--- src/mid_map.svh ---
`ifndef MID_MAP_SVH
`define MID_MAP_SVH

// ----------------------------------------
// Instruction word layout
// ----------------------------------------
`define MID_INSTR_W 14
`define MID_ADDR_MSB 6
`define MID_LIT_MSB 7
`define MID_DEST_BIT 7

// ----------------------------------------
// Opcode fields
// ----------------------------------------
`define MID_LIT_OPC 4'hC
`define MID_LIT_OPC_LSB 10
`define MID_COPY_OPC 6'h08
`define MID_COPY_OPC_LSB 8
`define MID_STORE_OPC 7'h01
`define MID_IDLE_OPC 7'h00
`define MID_SHORT_OPC_LSB 7
`define MID_IDLE_LOW 5'h00
`define MID_IDLE_LOW_MSB 4

// ----------------------------------------
// Reset values
// ----------------------------------------
`define MID_ACC_RST 8'h00
`define MID_ZERO_RST 1'b0
`define MID_ADDR_RST 7'h00
`define MID_DATA_RST 8'h00
`define MID_INSTR_RST 14'h0000

`endif

--- src/mid_pkg.sv ---
`include "mid_map.svh"

package mid_pkg;

	// ----------------------------------------
	// Instruction cycle phases
	// ----------------------------------------
	typedef enum logic [3:0]
	{
		MID_Q1 = 4'h1,
		MID_Q2 = 4'h2,
		MID_Q3 = 4'h4,
		MID_Q4 = 4'h8
	} mid_phase_t;

	// ----------------------------------------
	// Decoded operations
	// ----------------------------------------
	typedef enum logic [4:0]
	{
		MID_OP_OTHER = 5'h01,
		MID_OP_IDLE = 5'h02,
		MID_OP_LOAD_LIT = 5'h04,
		MID_OP_COPY = 5'h08,
		MID_OP_STORE = 5'h10
	} mid_op_t;

	// ----------------------------------------
	// Register file write port
	// ----------------------------------------
	typedef struct packed
	{
		logic en;
		logic [`MID_ADDR_MSB:0] addr;
		logic [7:0] data;
	} mid_rf_wr_t;

endpackage

--- src/mid_phase_seq.sv ---
`include "mid_map.svh"

module mid_phase_seq
(
	input wire logic sys_clk_in,
	input wire logic rst_n_in,
	output mid_pkg::mid_phase_t phase_out
);
	import mid_pkg::*;

	mid_phase_t phase_d;

	// ----------------------------------------
	// Four-phase rotation, one clock per phase
	// ----------------------------------------
	always_comb
	begin
		case (phase_out)
			MID_Q1: phase_d = MID_Q2;
			MID_Q2: phase_d = MID_Q3;
			MID_Q3: phase_d = MID_Q4;
			MID_Q4: phase_d = MID_Q1;
			default: phase_d = MID_Q1;
		endcase
	end

	always_ff @(posedge sys_clk_in or negedge rst_n_in)
	begin
		if (!rst_n_in)
			phase_out <= MID_Q1;
		else
			phase_out <= phase_d;
	end

endmodule

--- src/mid_move_decode.sv ---
`include "mid_map.svh"

// Behaviour
// - An opcode of 11 00xx loads the low-byte literal into the accumulator, flags untouched.
// - The two don't-care bits of the literal-load opcode are ignored, either value accepted.
// - The literal load takes one instruction cycle: decode, read literal, process, write.
// - Opcode 00 1000 reads register f and writes it to the accumulator (d=0) or back (d=1).
// - The register copy updates the zero flag from the moved value for either destination.
module mid_move_decode
(
	input wire logic sys_clk_in,
	input wire logic rst_n_in,
	input wire logic [`MID_INSTR_W-1:0] instr_in,
	input wire logic [7:0] rf_rd_data_in,
	output mid_pkg::mid_phase_t phase_out,
	output logic [`MID_ADDR_MSB:0] rf_rd_addr_out,
	output mid_pkg::mid_rf_wr_t rf_wr_out,
	output logic [7:0] acc_out,
	output logic zero_out,
	output logic unsupported_out
);
	import mid_pkg::*;

	logic [`MID_INSTR_W-1:0] instr_q;
	mid_op_t op_q;
	mid_op_t op_d;
	logic [7:0] operand_q;
	logic [7:0] result_q;
	logic dest_reg_q;
	logic [7:0] acc_q;
	logic zero_q;
	logic phase_q1;
	logic phase_q2;
	logic phase_q3;
	logic phase_q4;
	logic [7:0] operand_d;
	logic wr_en_d;
	logic acc_write;
	logic [7:0] acc_d;
	logic zero_write;
	logic zero_d;

	// ----------------------------------------
	// Phase sequencer
	// ----------------------------------------
	mid_phase_seq u_phase
	(
		.sys_clk_in(sys_clk_in),
		.rst_n_in(rst_n_in),
		.phase_out(phase_out)
	);

	// ----------------------------------------
	// Phase strobes
	// ----------------------------------------
	assign phase_q1 = (phase_out == MID_Q1);
	assign phase_q2 = (phase_out == MID_Q2);
	assign phase_q3 = (phase_out == MID_Q3);
	assign phase_q4 = (phase_out == MID_Q4);

	// ----------------------------------------
	// Opcode decode
	// ----------------------------------------
	always_comb
	begin
		if (instr_in[`MID_INSTR_W-1:`MID_LIT_OPC_LSB] == `MID_LIT_OPC)
			op_d = MID_OP_LOAD_LIT;
		else if (instr_in[`MID_INSTR_W-1:`MID_COPY_OPC_LSB] == `MID_COPY_OPC)
			op_d = MID_OP_COPY;
		else if (instr_in[`MID_INSTR_W-1:`MID_SHORT_OPC_LSB] == `MID_STORE_OPC)
			op_d = MID_OP_STORE;
		else if (instr_in[`MID_INSTR_W-1:`MID_SHORT_OPC_LSB] == `MID_IDLE_OPC
			&& instr_in[`MID_IDLE_LOW_MSB:0] == `MID_IDLE_LOW)
			op_d = MID_OP_IDLE;
		else
			op_d = MID_OP_OTHER;
	end

	// ----------------------------------------
	// Q1: decode and address the register file
	// ----------------------------------------
	always_ff @(posedge sys_clk_in or negedge rst_n_in)
	begin
		if (!rst_n_in)
		begin
			instr_q <= `MID_INSTR_RST;
			op_q <= MID_OP_IDLE;
			dest_reg_q <= 1'b0;
		end
		else if (phase_q1)
		begin
			instr_q <= instr_in;
			op_q <= op_d;
			dest_reg_q <= instr_in[`MID_DEST_BIT];
		end
	end

	// Address held for the whole instruction cycle
	always_ff @(posedge sys_clk_in or negedge rst_n_in)
	begin
		if (!rst_n_in)
			rf_rd_addr_out <= `MID_ADDR_RST;
		else if (phase_q1)
			rf_rd_addr_out <= instr_in[`MID_ADDR_MSB:0];
	end

	// Other instruction groups pass through as idle
	always_ff @(posedge sys_clk_in or negedge rst_n_in)
	begin
		if (!rst_n_in)
			unsupported_out <= 1'b0;
		else if (phase_q1)
			unsupported_out <= (op_d == MID_OP_OTHER);
	end

	// ----------------------------------------
	// Q2: read operand
	// ----------------------------------------
	// Store takes the accumulator as it stood in Q2
	always_comb
	begin
		case (op_q)
			MID_OP_LOAD_LIT: operand_d = instr_q[`MID_LIT_MSB:0];
			MID_OP_COPY: operand_d = rf_rd_data_in;
			MID_OP_STORE: operand_d = acc_q;
			default: operand_d = operand_q;
		endcase
	end

	always_ff @(posedge sys_clk_in or negedge rst_n_in)
	begin
		if (!rst_n_in)
			operand_q <= `MID_DATA_RST;
		else if (phase_q2)
			operand_q <= operand_d;
	end

	// ----------------------------------------
	// Q3: process, raise register write for Q4
	// ----------------------------------------
	always_ff @(posedge sys_clk_in or negedge rst_n_in)
	begin
		if (!rst_n_in)
			result_q <= `MID_DATA_RST;
		else if (phase_q3)
			result_q <= operand_q;
	end

	// Only store and copy-back touch the register file
	always_comb
	begin
		case (op_q)
			MID_OP_STORE: wr_en_d = 1'b1;
			MID_OP_COPY: wr_en_d = dest_reg_q;
			default: wr_en_d = 1'b0;
		endcase
	end

	always_ff @(posedge sys_clk_in or negedge rst_n_in)
	begin
		if (!rst_n_in)
		begin
			rf_wr_out.en <= 1'b0;
			rf_wr_out.addr <= `MID_ADDR_RST;
			rf_wr_out.data <= `MID_DATA_RST;
		end
		else if (phase_q3)
		begin
			rf_wr_out.en <= wr_en_d;
			rf_wr_out.addr <= instr_q[`MID_ADDR_MSB:0];
			rf_wr_out.data <= operand_q;
		end
		else
			rf_wr_out.en <= 1'b0;
	end

	// ----------------------------------------
	// Q4: write accumulator and zero flag
	// ----------------------------------------
	// Store and idle leave the accumulator alone
	always_comb
	begin
		case (op_q)
			MID_OP_LOAD_LIT: acc_write = 1'b1;
			MID_OP_COPY: acc_write = !dest_reg_q;
			default: acc_write = 1'b0;
		endcase
		if (acc_write)
			acc_d = result_q;
		else
			acc_d = acc_q;
	end

	always_ff @(posedge sys_clk_in or negedge rst_n_in)
	begin
		if (!rst_n_in)
			acc_q <= `MID_ACC_RST;
		else if (phase_q4)
			acc_q <= acc_d;
	end

	// Copy back to the register still refreshes the flag
	always_comb
	begin
		zero_write = (op_q == MID_OP_COPY);
		if (zero_write)
			zero_d = (result_q == 8'h00);
		else
			zero_d = zero_q;
	end

	always_ff @(posedge sys_clk_in or negedge rst_n_in)
	begin
		if (!rst_n_in)
			zero_q <= `MID_ZERO_RST;
		else if (phase_q4)
			zero_q <= zero_d;
	end

	assign acc_out = acc_q;
	assign zero_out = zero_q;

endmodule

--- config.mk ---
export PLATFORM = sky130hd
export DESIGN_NAME = mid_move_decode
export DESIGN_NICKNAME = d
export VERILOG_FILES = /design/src/mid_pkg.sv /design/src/mid_phase_seq.sv /design/src/mid_move_decode.sv
export VERILOG_INCLUDE_DIRS = /design/src
export SDC_FILE = /design/constraint.sdc
export NUM_CORES = 1
export LEC_CHECK = 0
export BUFFER_PORTS_ARGS = -buffer_cell sky130_fd_sc_hd__buf_2
export CAP_MARGIN = 10
export CORE_MARGIN = 3
export CORE_UTILIZATION = 30
export CTS_BUF_LIST = sky130_fd_sc_hd__clkbuf_16
export DETAILED_ROUTE_END_ITERATION = 7
export PLACE_DENSITY_LB_ADDON = 0.25
export REMOVE_ABC_BUFFERS = 1
export SYNTH_ARGS = -nofsm -noshare
export SYNTH_HDL_FRONTEND = slang
export SYNTH_SLANG_ARGS = --single-unit
--- constraint.sdc ---
create_clock -name sys_clk_in -period 1.68 [get_ports sys_clk_in]
set_input_delay 0.336 -clock sys_clk_in [delete_from_list [all_inputs] [get_ports sys_clk_in]]
set_output_delay 0.336 -clock sys_clk_in [all_outputs]
set_load 0.05 [all_outputs]
Word level (Yosys, flattened, before mapping) --
Index checks and enable logic that the tools add are counted.
Cells by class: reductions and logical operators 9, equal/unequal tests 11, multiplexer cells 9
Operators by type and width (number):
- 8-bit case mux with 3 select lines | 1
- 5-bit 2-to-1 mux | 3
- 4-bit case mux with 3 select lines | 1
- 4-bit == test (second input constant) | 2
- 8-bit zero test | 1
- 7-bit by 1-bit == test with 1-bit output (second input constant) | 1
- 7-bit zero test | 1
- 6-bit by 4-bit == test with 1-bit output (second input constant) | 1
- 2-bit AND reduction | 3
- 5-bit by 1-bit == test with 1-bit output (second input constant) | 1
- 5-bit by 3-bit == test with 1-bit output (second input constant) | 1
- 5-bit by 4-bit == test with 1-bit output (second input constant) | 1
- 5-bit == test (second input constant) | 1
- 5-bit zero test | 1
- 4-bit by 1-bit == test with 1-bit output (second input constant) | 1
- 4-bit by 2-bit == test with 1-bit output (second input constant) | 1
- 4-bit by 3-bit == test with 1-bit output (second input constant) | 1
- 1-bit case mux with 2 select lines | 2
- 3-bit nonzero test | 1
- 2-bit 2-to-1 mux | 1
- 1-bit logical AND | 1
- 1-bit zero test | 1
- 1-bit 2-to-1 mux | 1
Word-level totals: bits in registers 59, output and inout bits 37, word-level logic and storage cells 41, input bits 24

Logic depth before layout (Yosys ltp) --
Gate-level depths: netlist of run 1.
word-level depth 7, depth in mapped cells 6

Cells and area by module --
From an unflattened synthesis of run 1, not the netlist that was laid out.
Unflattened totals: cells, all modules 184, area total of the unflattened synthesis 2247.2 sq um
By module, submodules not included:
- mid_move_decode | cells each 173, sequential area each 1177.4 sq um, times used 1, area an instance 2094.5 sq um
- mid_phase_seq | cells each 11, sequential area each 101.3 sq um, times used 1, area an instance 152.6 sq um

Least setup slack after synthesis of run 1 --
OpenSTA, ideal clock, no wires.
path kind reg2reg, start point reg u_phase.phase_out[2], end point reg rf_wr_out[0] (netlist bit), setup slack -267 ps, path buffers 1, required time 1555 ps, arrival time 1823 ps, cell stages (with the launch flop) 4, path through dfrtp_1 -> nor4b_4 -> buf_2 -> mux2_2
On the way: word-level cells in the longest chain between the ends 1
Ends and longest elaborated chain:
- start: declaration | RTL line mid_phase_seq.sv:7 | output mid_pkg::mid_phase_t phase_out
- start signal: assignment | RTL line mid_phase_seq.sv:32 | phase_out <= phase_d;
- 4-bit by 3-bit == test with 1-bit output | RTL line mid_move_decode.sv:58 | assign phase_q3 = (phase_out == MID_Q3);
- end: declaration | RTL line mid_move_decode.sv:17 | output mid_pkg::mid_rf_wr_t rf_wr_out,
Every way passes these cells. A chain may end at the register's enable or synchronous reset.

Worst setup path after layout of run 1 --
start point reg u_phase.phase_out[0], end point reg unsupported_out
On the way: word-level cells in the longest chain between the ends 1
Ends and longest elaborated chain:
- 4-bit by 1-bit == test with 1-bit output | RTL line mid_move_decode.sv:56 | assign phase_q1 = (phase_out == MID_Q1);
- end signal: assignment | RTL line mid_move_decode.sv:113 | unsupported_out <= (op_d == MID_OP_OTHER);
- end: declaration | RTL line mid_move_decode.sv:20 | output logic unsupported_out
Every way passes these cells.

==> run metrics, run 1 <==
status=complete, no violations; share of layout cells above drive strength 1=0.452; post-synth cell types=36; Post-DRT Antenna Nets=0; Pre-antenna DRT Iters=4; # DRC=0; Routed met2 length=approximately 2300 µm; Tmin final=1.62 ns; Layout Nets=a little under 300; Final Hold Violating Endpoints=0; Layout area overhead=30.1%; Synth area leader=dfrtp_1; Routed WL=5390 µm; CP Class=flop to flop; Hold Path Class=input pin to async pin; Cell Area, Synth=between 2000 and 2500 µm²; CTS root buf=clkbuf_16; Starting Density=0.311; Post-synth top cells=dfrtp_1 (49), nand2_1 (43), mux2_2 (24); vias in the first global route=~1700; IO Count=~60; Pins Over Slew Limit=0; slowest cell delay on critical path=0.61 ns; Max IR drop VDD=0.000448 V; Synth Register Bits=51; Worst slew margin=0.709; clock buffer depth=2; hpwl dp=between 3000 and 4000 µm; Sinks on Clock Net=between 50 and 60; Power Dens Cells=899 nW/µm²; R2R setup slack=0.06 ns; register area share after synthesis=0.561; Reg-to-Reg Start=u_phase.phase_out[0]; largest net degree at the start of global routing=52; CP Max Fanout=16; metal3 WL=around 290 µm; critical path startpoint=u_phase.phase_out[0]; crit path DAT=between 1.5 and 2 ns; Worst-Skew Late Latency=roughly 0.28 ns; DR iter-0 viols=50; top cells by area, synth=dfrtp_1 (54%), mux2_2 (12%), nand2_1 (7.1%); Synth top area share=0.538; Num CTS Buffers=5; clock-pin slew of the registers on the worst-case setup and hold paths=about 0.070 ns; die width=between 90 and 100 µm; ANT cells=0; GR Overflow Total=0; crit-path cells=or4b_1 > buf_4 > a21o_1; Metal-1 WL=about 2700 µm; Total Neg Setup Slack=0 ns; cell count after synthesis=201; clock skew=~0.0057 ns; Core ar.=7330 µm²; Overall Global Routing Usage=0.130; CP Capture Type=flop; Port Buffers=60; H-tree levels=2; Worst EP required=1.86 ns; Slew @ Worst Pin=around 0.43 ns; CP bufs+invs=1; critical path depth=3; CP startpoint kind=flop; ys flop type=dfrtp_1; # hold bufs at CTS=0; achievable frequency=around 0.6 GHz; Die Y=roughly 93 µm; Mapped Avg Cell Area=around 11 µm²; routability cong.=between 0.7 and 0.8; Rows=31; Die ar.=8680 µm²; asr flop ratio synth=1.00; CP max-delay cell=dfstp_2; CTS tree=built; period utilization=0.964; Finished Layout Cells=between 300 and 400; max cap viols=0; EDFF count, synth=0; Synth Warn #=0; post-detailed-route wirelength per cell=between 10 and 15 µm; top sig layer=met4; reg-to-reg endpoint=unsupported_out; final setup vio count=0; worst r2r path cells=3; most common cell in the netlist=dfrtp_1; routed via count=~1700; first-pass GRT wire length=between 8000 and 9000 µm; Via-to-Cell Ratio=approximately 4.7; Leakage Power=around 1.3 nW; Placed Cells=360; CP endpoint=unsupported_out; cell family with most CP delay=flip-flops; antenna violations before repair=0
[power breakdown]
part	total (mW)	switching [mW]	leakage (nW)	internal (mW)
Clock	0.971	0.429	0.0649	0.542
Sequential	1.34	0.0524	0.582	1.29
Combinational	0.355	0.248	0.702	0.107
Total	2.67	0.729	1.35	1.94
[timing repair]
item	CTS	global route
buffers inserted	0	1
endpoints found under the hold margin	0	0
endpoints found under the setup margin	0	13
resized for setup	0	10
[how the worst min path moves through the flow]
stage / end / slack [ns] / cells past startpoint
after floorplan: acc_out[0] / 0.04 / 0
after global placement: rf_wr_out[7] / 0.35 / 2
after detailed placement: rf_wr_out[7] / 0.35 / 2
after CTS: rf_wr_out[4] / 0.04 / 2
after global routing: rf_wr_out[4] / 0.05 / 2
final: rf_wr_out[7] / 0.03 / 2
[per-stage QoR]
| stage | util | hold WS [ns] | power, mW | instance area, µm² | setup WS, ns |
|---|---|---|---|---|---|
| final | 0.405 | 0.0261 | 2.67 | 2970 | 0.0599 |
| after global routing | 0.405 | 0.0472 | 2.79 | 2970 | -0.000609 |
| after CTS | 0.397 | 0.0413 | 2.69 | 2910 | 0.0382 |
| after detailed placement | 0.378 | 0.348 | 1.72 | 2770 | 0.0564 |
| after global placement | 0.378 | 0.352 | 1.71 | 2770 | 0.0465 |
| after floorplan | - | 0.0404 | 1.58 | 2220 | -0.415 |
[worst register-to-register path: stages, from the launching register on]
cell and delay, ns:
dfstp_2 0.61, or4b_1 0.50, buf_4 0.22, a21o_1 0.19
[cell type report]
cell class / instances / area (µm²)
multi-input cells: 137 / 983
flip-flops and latches: 51 / 1280
inverters: 1 / 3.75
clock buffers: 5 / 125
well taps: 99 / 124
repair buffers: 73 / 435
clock inverters: 3 / 15.0
fillers: 740 / 4360
[registers in the layout, indices dropped and copies added (netlist names)]
signal             count
unsupported_out        1
zero_out               1
operand_q              8
instr_q                8
acc_out                8
rf_wr_out             16
u_phase.phase_out      4
op_q                   5
[cells in the final DEF, fill, tap and decap left out, drive strengths merged, types with 3 or more instances in the layout]
cell type and instances:
o41ai 8, nor4 3, nor3 19, a31oi 8, mux2 24, nor2 5
nand2 43, buf 73, dfrtp 49, o21ai 3, clkbuf 5, a21o 3
nor4b 3
[cells by family (layout without fill, tap and decap cells)]
family / after synthesis / count (layout) / share of synthesized area
buffers and inverters: 13 / 82 / 0.0291
muxes: 24 / 24 / 0.119
AOI/OAI and AO/OA: 26 / 26 / 0.0878
xor gates and xnor gates: 1 / 1 / 0.00384
and+or+nand+nor: 86 / 86 / 0.200
DFF: 51 / 51 / 0.561
[routing by layer]
metal,up-vias,GRT usage
met5,-,0
met4,0,0.0330
met1,837,0.196
met2,47,0.184
li1,858,-
met3,4,0.0338
(Power assumes the default switching activity.)
==> run 2, diff against run 1 <==
--- a/config.mk
+++ b/config.mk
@@ -11,9 +11,9 @@
 export CORE_MARGIN = 3
 export CORE_UTILIZATION = 30
 export CTS_BUF_LIST = sky130_fd_sc_hd__clkbuf_16
+export CTS_CLUSTER_SIZE = 8
 export DETAILED_ROUTE_END_ITERATION = 7
 export PLACE_DENSITY_LB_ADDON = 0.25
-export REMOVE_ABC_BUFFERS = 1
 export SYNTH_ARGS = -nofsm -noshare
 export SYNTH_HDL_FRONTEND = slang
 export SYNTH_SLANG_ARGS = --single-unit
==> run metrics, run 2 (synthesized netlist as in run 1, its figures left out) <==
clock-pin slew of the registers on the worst-case setup and hold paths=0.06 ns (about the same); ANT cells=0 (unchanged); met2 Track Usage GR=0.188 (+0.00480); Total Neg Setup Slack=0 ns (unchanged); Worst-Skew Late Latency=0.29 ns (about the same); Routed WL=5430 µm (+0.84%); met1 Use GR=0.194 (-0.00197); met3 usage=0.0282 (-0.00563); share of layout cells above drive strength 1=0.470 (+0.0185); Power Dens Cells=928 nW/µm² (+3.3%); Starting Density=0.311 (unchanged); Synth Net Count=about 230; CP Max Fanout=8 (-8); Core ar.=7330 µm² (unchanged); Worst EP required=1.91 ns (+0.05 ns); Die ar.=8680 µm² (unchanged); vias in the first global route=1703 (+0.77%); CP startpoint kind=flop; max cap viols=0 (unchanged); DP Worst Slack=0.0280 ns (-0.0284 ns); max reg flops=16 (unchanged); Pins Over Slew Limit=0 (unchanged); GR Overflow Total=0 (unchanged); hpwl dp=3950 µm (+0.27%); Via-to-Cell Ratio=4.87 (+2.9%); register area=1290 µm² (+0.49%); commonest non-fill, non-tap cell in the layout=buf_2; final non-filler cell area=3050 µm² (+2.8%); crit-path cells=or4b_4 > inv_6 > nand2_4 > a21oi_4 > a21o_1; Max IR drop VDD=0.000392 V (-13%); Biggest register=rf_wr_out; routability cong.=0.757 (+0.80%); crit path DAT=1.86 ns (+0.06 ns); Worst Slack Setup Final=0.0553 ns (-0.00458 ns); routed via count=1796 (+2.9%); IO Count=61 (unchanged); layer with the highest usage=met1; Finished Core Util=0.416 (+0.0113); Final Hold Violating Endpoints=0 (unchanged); CTS root buf=clkbuf_16; die width=93.2 µm (unchanged); Cell Area, Placed=2810 µm² (+1.4%); Die Y=93.2 µm (unchanged); largest net degree at the start of global routing=52 (unchanged); post-detailed-route wirelength per cell=14.7 µm (+0.84%); CTS tree=built; Post-DRT Antenna Nets=0 (unchanged); Tmin final=1.62 ns (+0.00458 ns); CP Class=flop to flop; Pre-antenna DRT Iters=4 (unchanged); Multi-input gate area=1020 µm² (+3.4%); Rows=31 (unchanged); Port Buffers=60 (unchanged); commonest cells after routing, fill and taps aside=buf_2 (60), dfrtp_1 (46), nand2_1 (42); first-pass GRT wire length=8890 µm (+0.63%); DR iter-0 viols=61 (+22%); clock skew=0.00290 ns (-0.00283 ns); Hold Path Class=input pin to async pin; # DRC=0 (unchanged); Layout Nets=294 (+0.34%); Fill cells=714 (-3.5%); clock buffer depth=2 (unchanged); CP Capture Type=flop; achievable frequency=0.616 GHz (-0.28%); Worst slew margin=0.725 (+0.0159); Num CTS Buffers=5 (unchanged); H-tree levels=2 (unchanged); final setup vio count=0 (unchanged); period utilization=0.967 (+0.00273); CP max-delay cell=dfstp_4; status=complete, no violations; Leakage Power=1.39 nW (+2.9%); Layout area overhead=33.8%; Sinks on Clock Net=51 (unchanged); antenna violations before repair=0 (unchanged); Slew @ Worst Pin=0.408 ns (-0.0237 ns); Overall Global Routing Usage=0.132 (+0.00254); slowest cell delay on critical path=0.65 ns (+0.04 ns)
## run 2: metal layers
metal  vias up  share of wire  wire [µm]
met5         -              0          0
met4         0          0.021        112
met3         8          0.054        296
met2        56           0.43       2340
met1       867           0.49       2680
li1        865              -          -
## run 2: report_power, final
part	switching (mW)	leakage, nW	total (mW)	internal (mW)
sequential	0.0522	0.578	1.34	1.29
combinational	0.252	0.734	0.366	0.115
clock	0.430	0.0759	1.12	0.694
total	0.733	1.39	2.83	2.10
## run 2: layout make-up
| cell class | count | area share |
|---|---|---|
| clock buffers | 5 | 0.0410 |
| inverters | 1 | 0.00287 |
| clock inverters | 2 | 0.0123 |
| repair buffers | 74 | 0.148 |
| multi-input cells | 137 | 0.334 |
| well taps | 99 | 0.0406 |
| flip-flops and latches | 51 | 0.422 |
## run 2: path summary, 6_finish.rpt
path,from,end,slack [ns],depth (start not counted)
worst max-delay path,u_phase.phase_out[0],op_q[0],0.06,5
worst min-delay path,rst_n_in,zero_out,0.03,2
worst max register to register,u_phase.phase_out[0],op_q[0],0.06,5
worst min register to register,operand_q[4],operand_q[4],0.48,2
max in group asynchronous,rst_n_in,op_q[1],1.36,2
min in group sys_clk_in,instr_in[6],instr_q[6],0.25,3
## run 2: critical path, delay by kind of cell, from the launching register on
kind	cells	cell delay, ns
AO/OA/AOI/OAI	2	0.21
flip-flops	1	0.65
AND/OR/NAND/NOR	2	0.59
buffers and inverters	1	0.11
## run 2: what timing repair did
item / 4_1_cts / 5_1_grt
hold buffers: 0 / 0
setup buffers: 0 / 3
setup endpoints to repair: 0 / 27
resized for setup: 0 / 11
## run 2: stage by stage
step	power (mW)	hold slack [ns]	std cells
2_1_floorplan	1.59	0.0404	201
3_3_place_gp	1.72	0.348	359
3_5_place_dp	1.73	0.347	359
4_1_cts	2.85	0.0449	366
5_1_grt	2.94	0.0604	369
6_report	2.83	0.0303	369
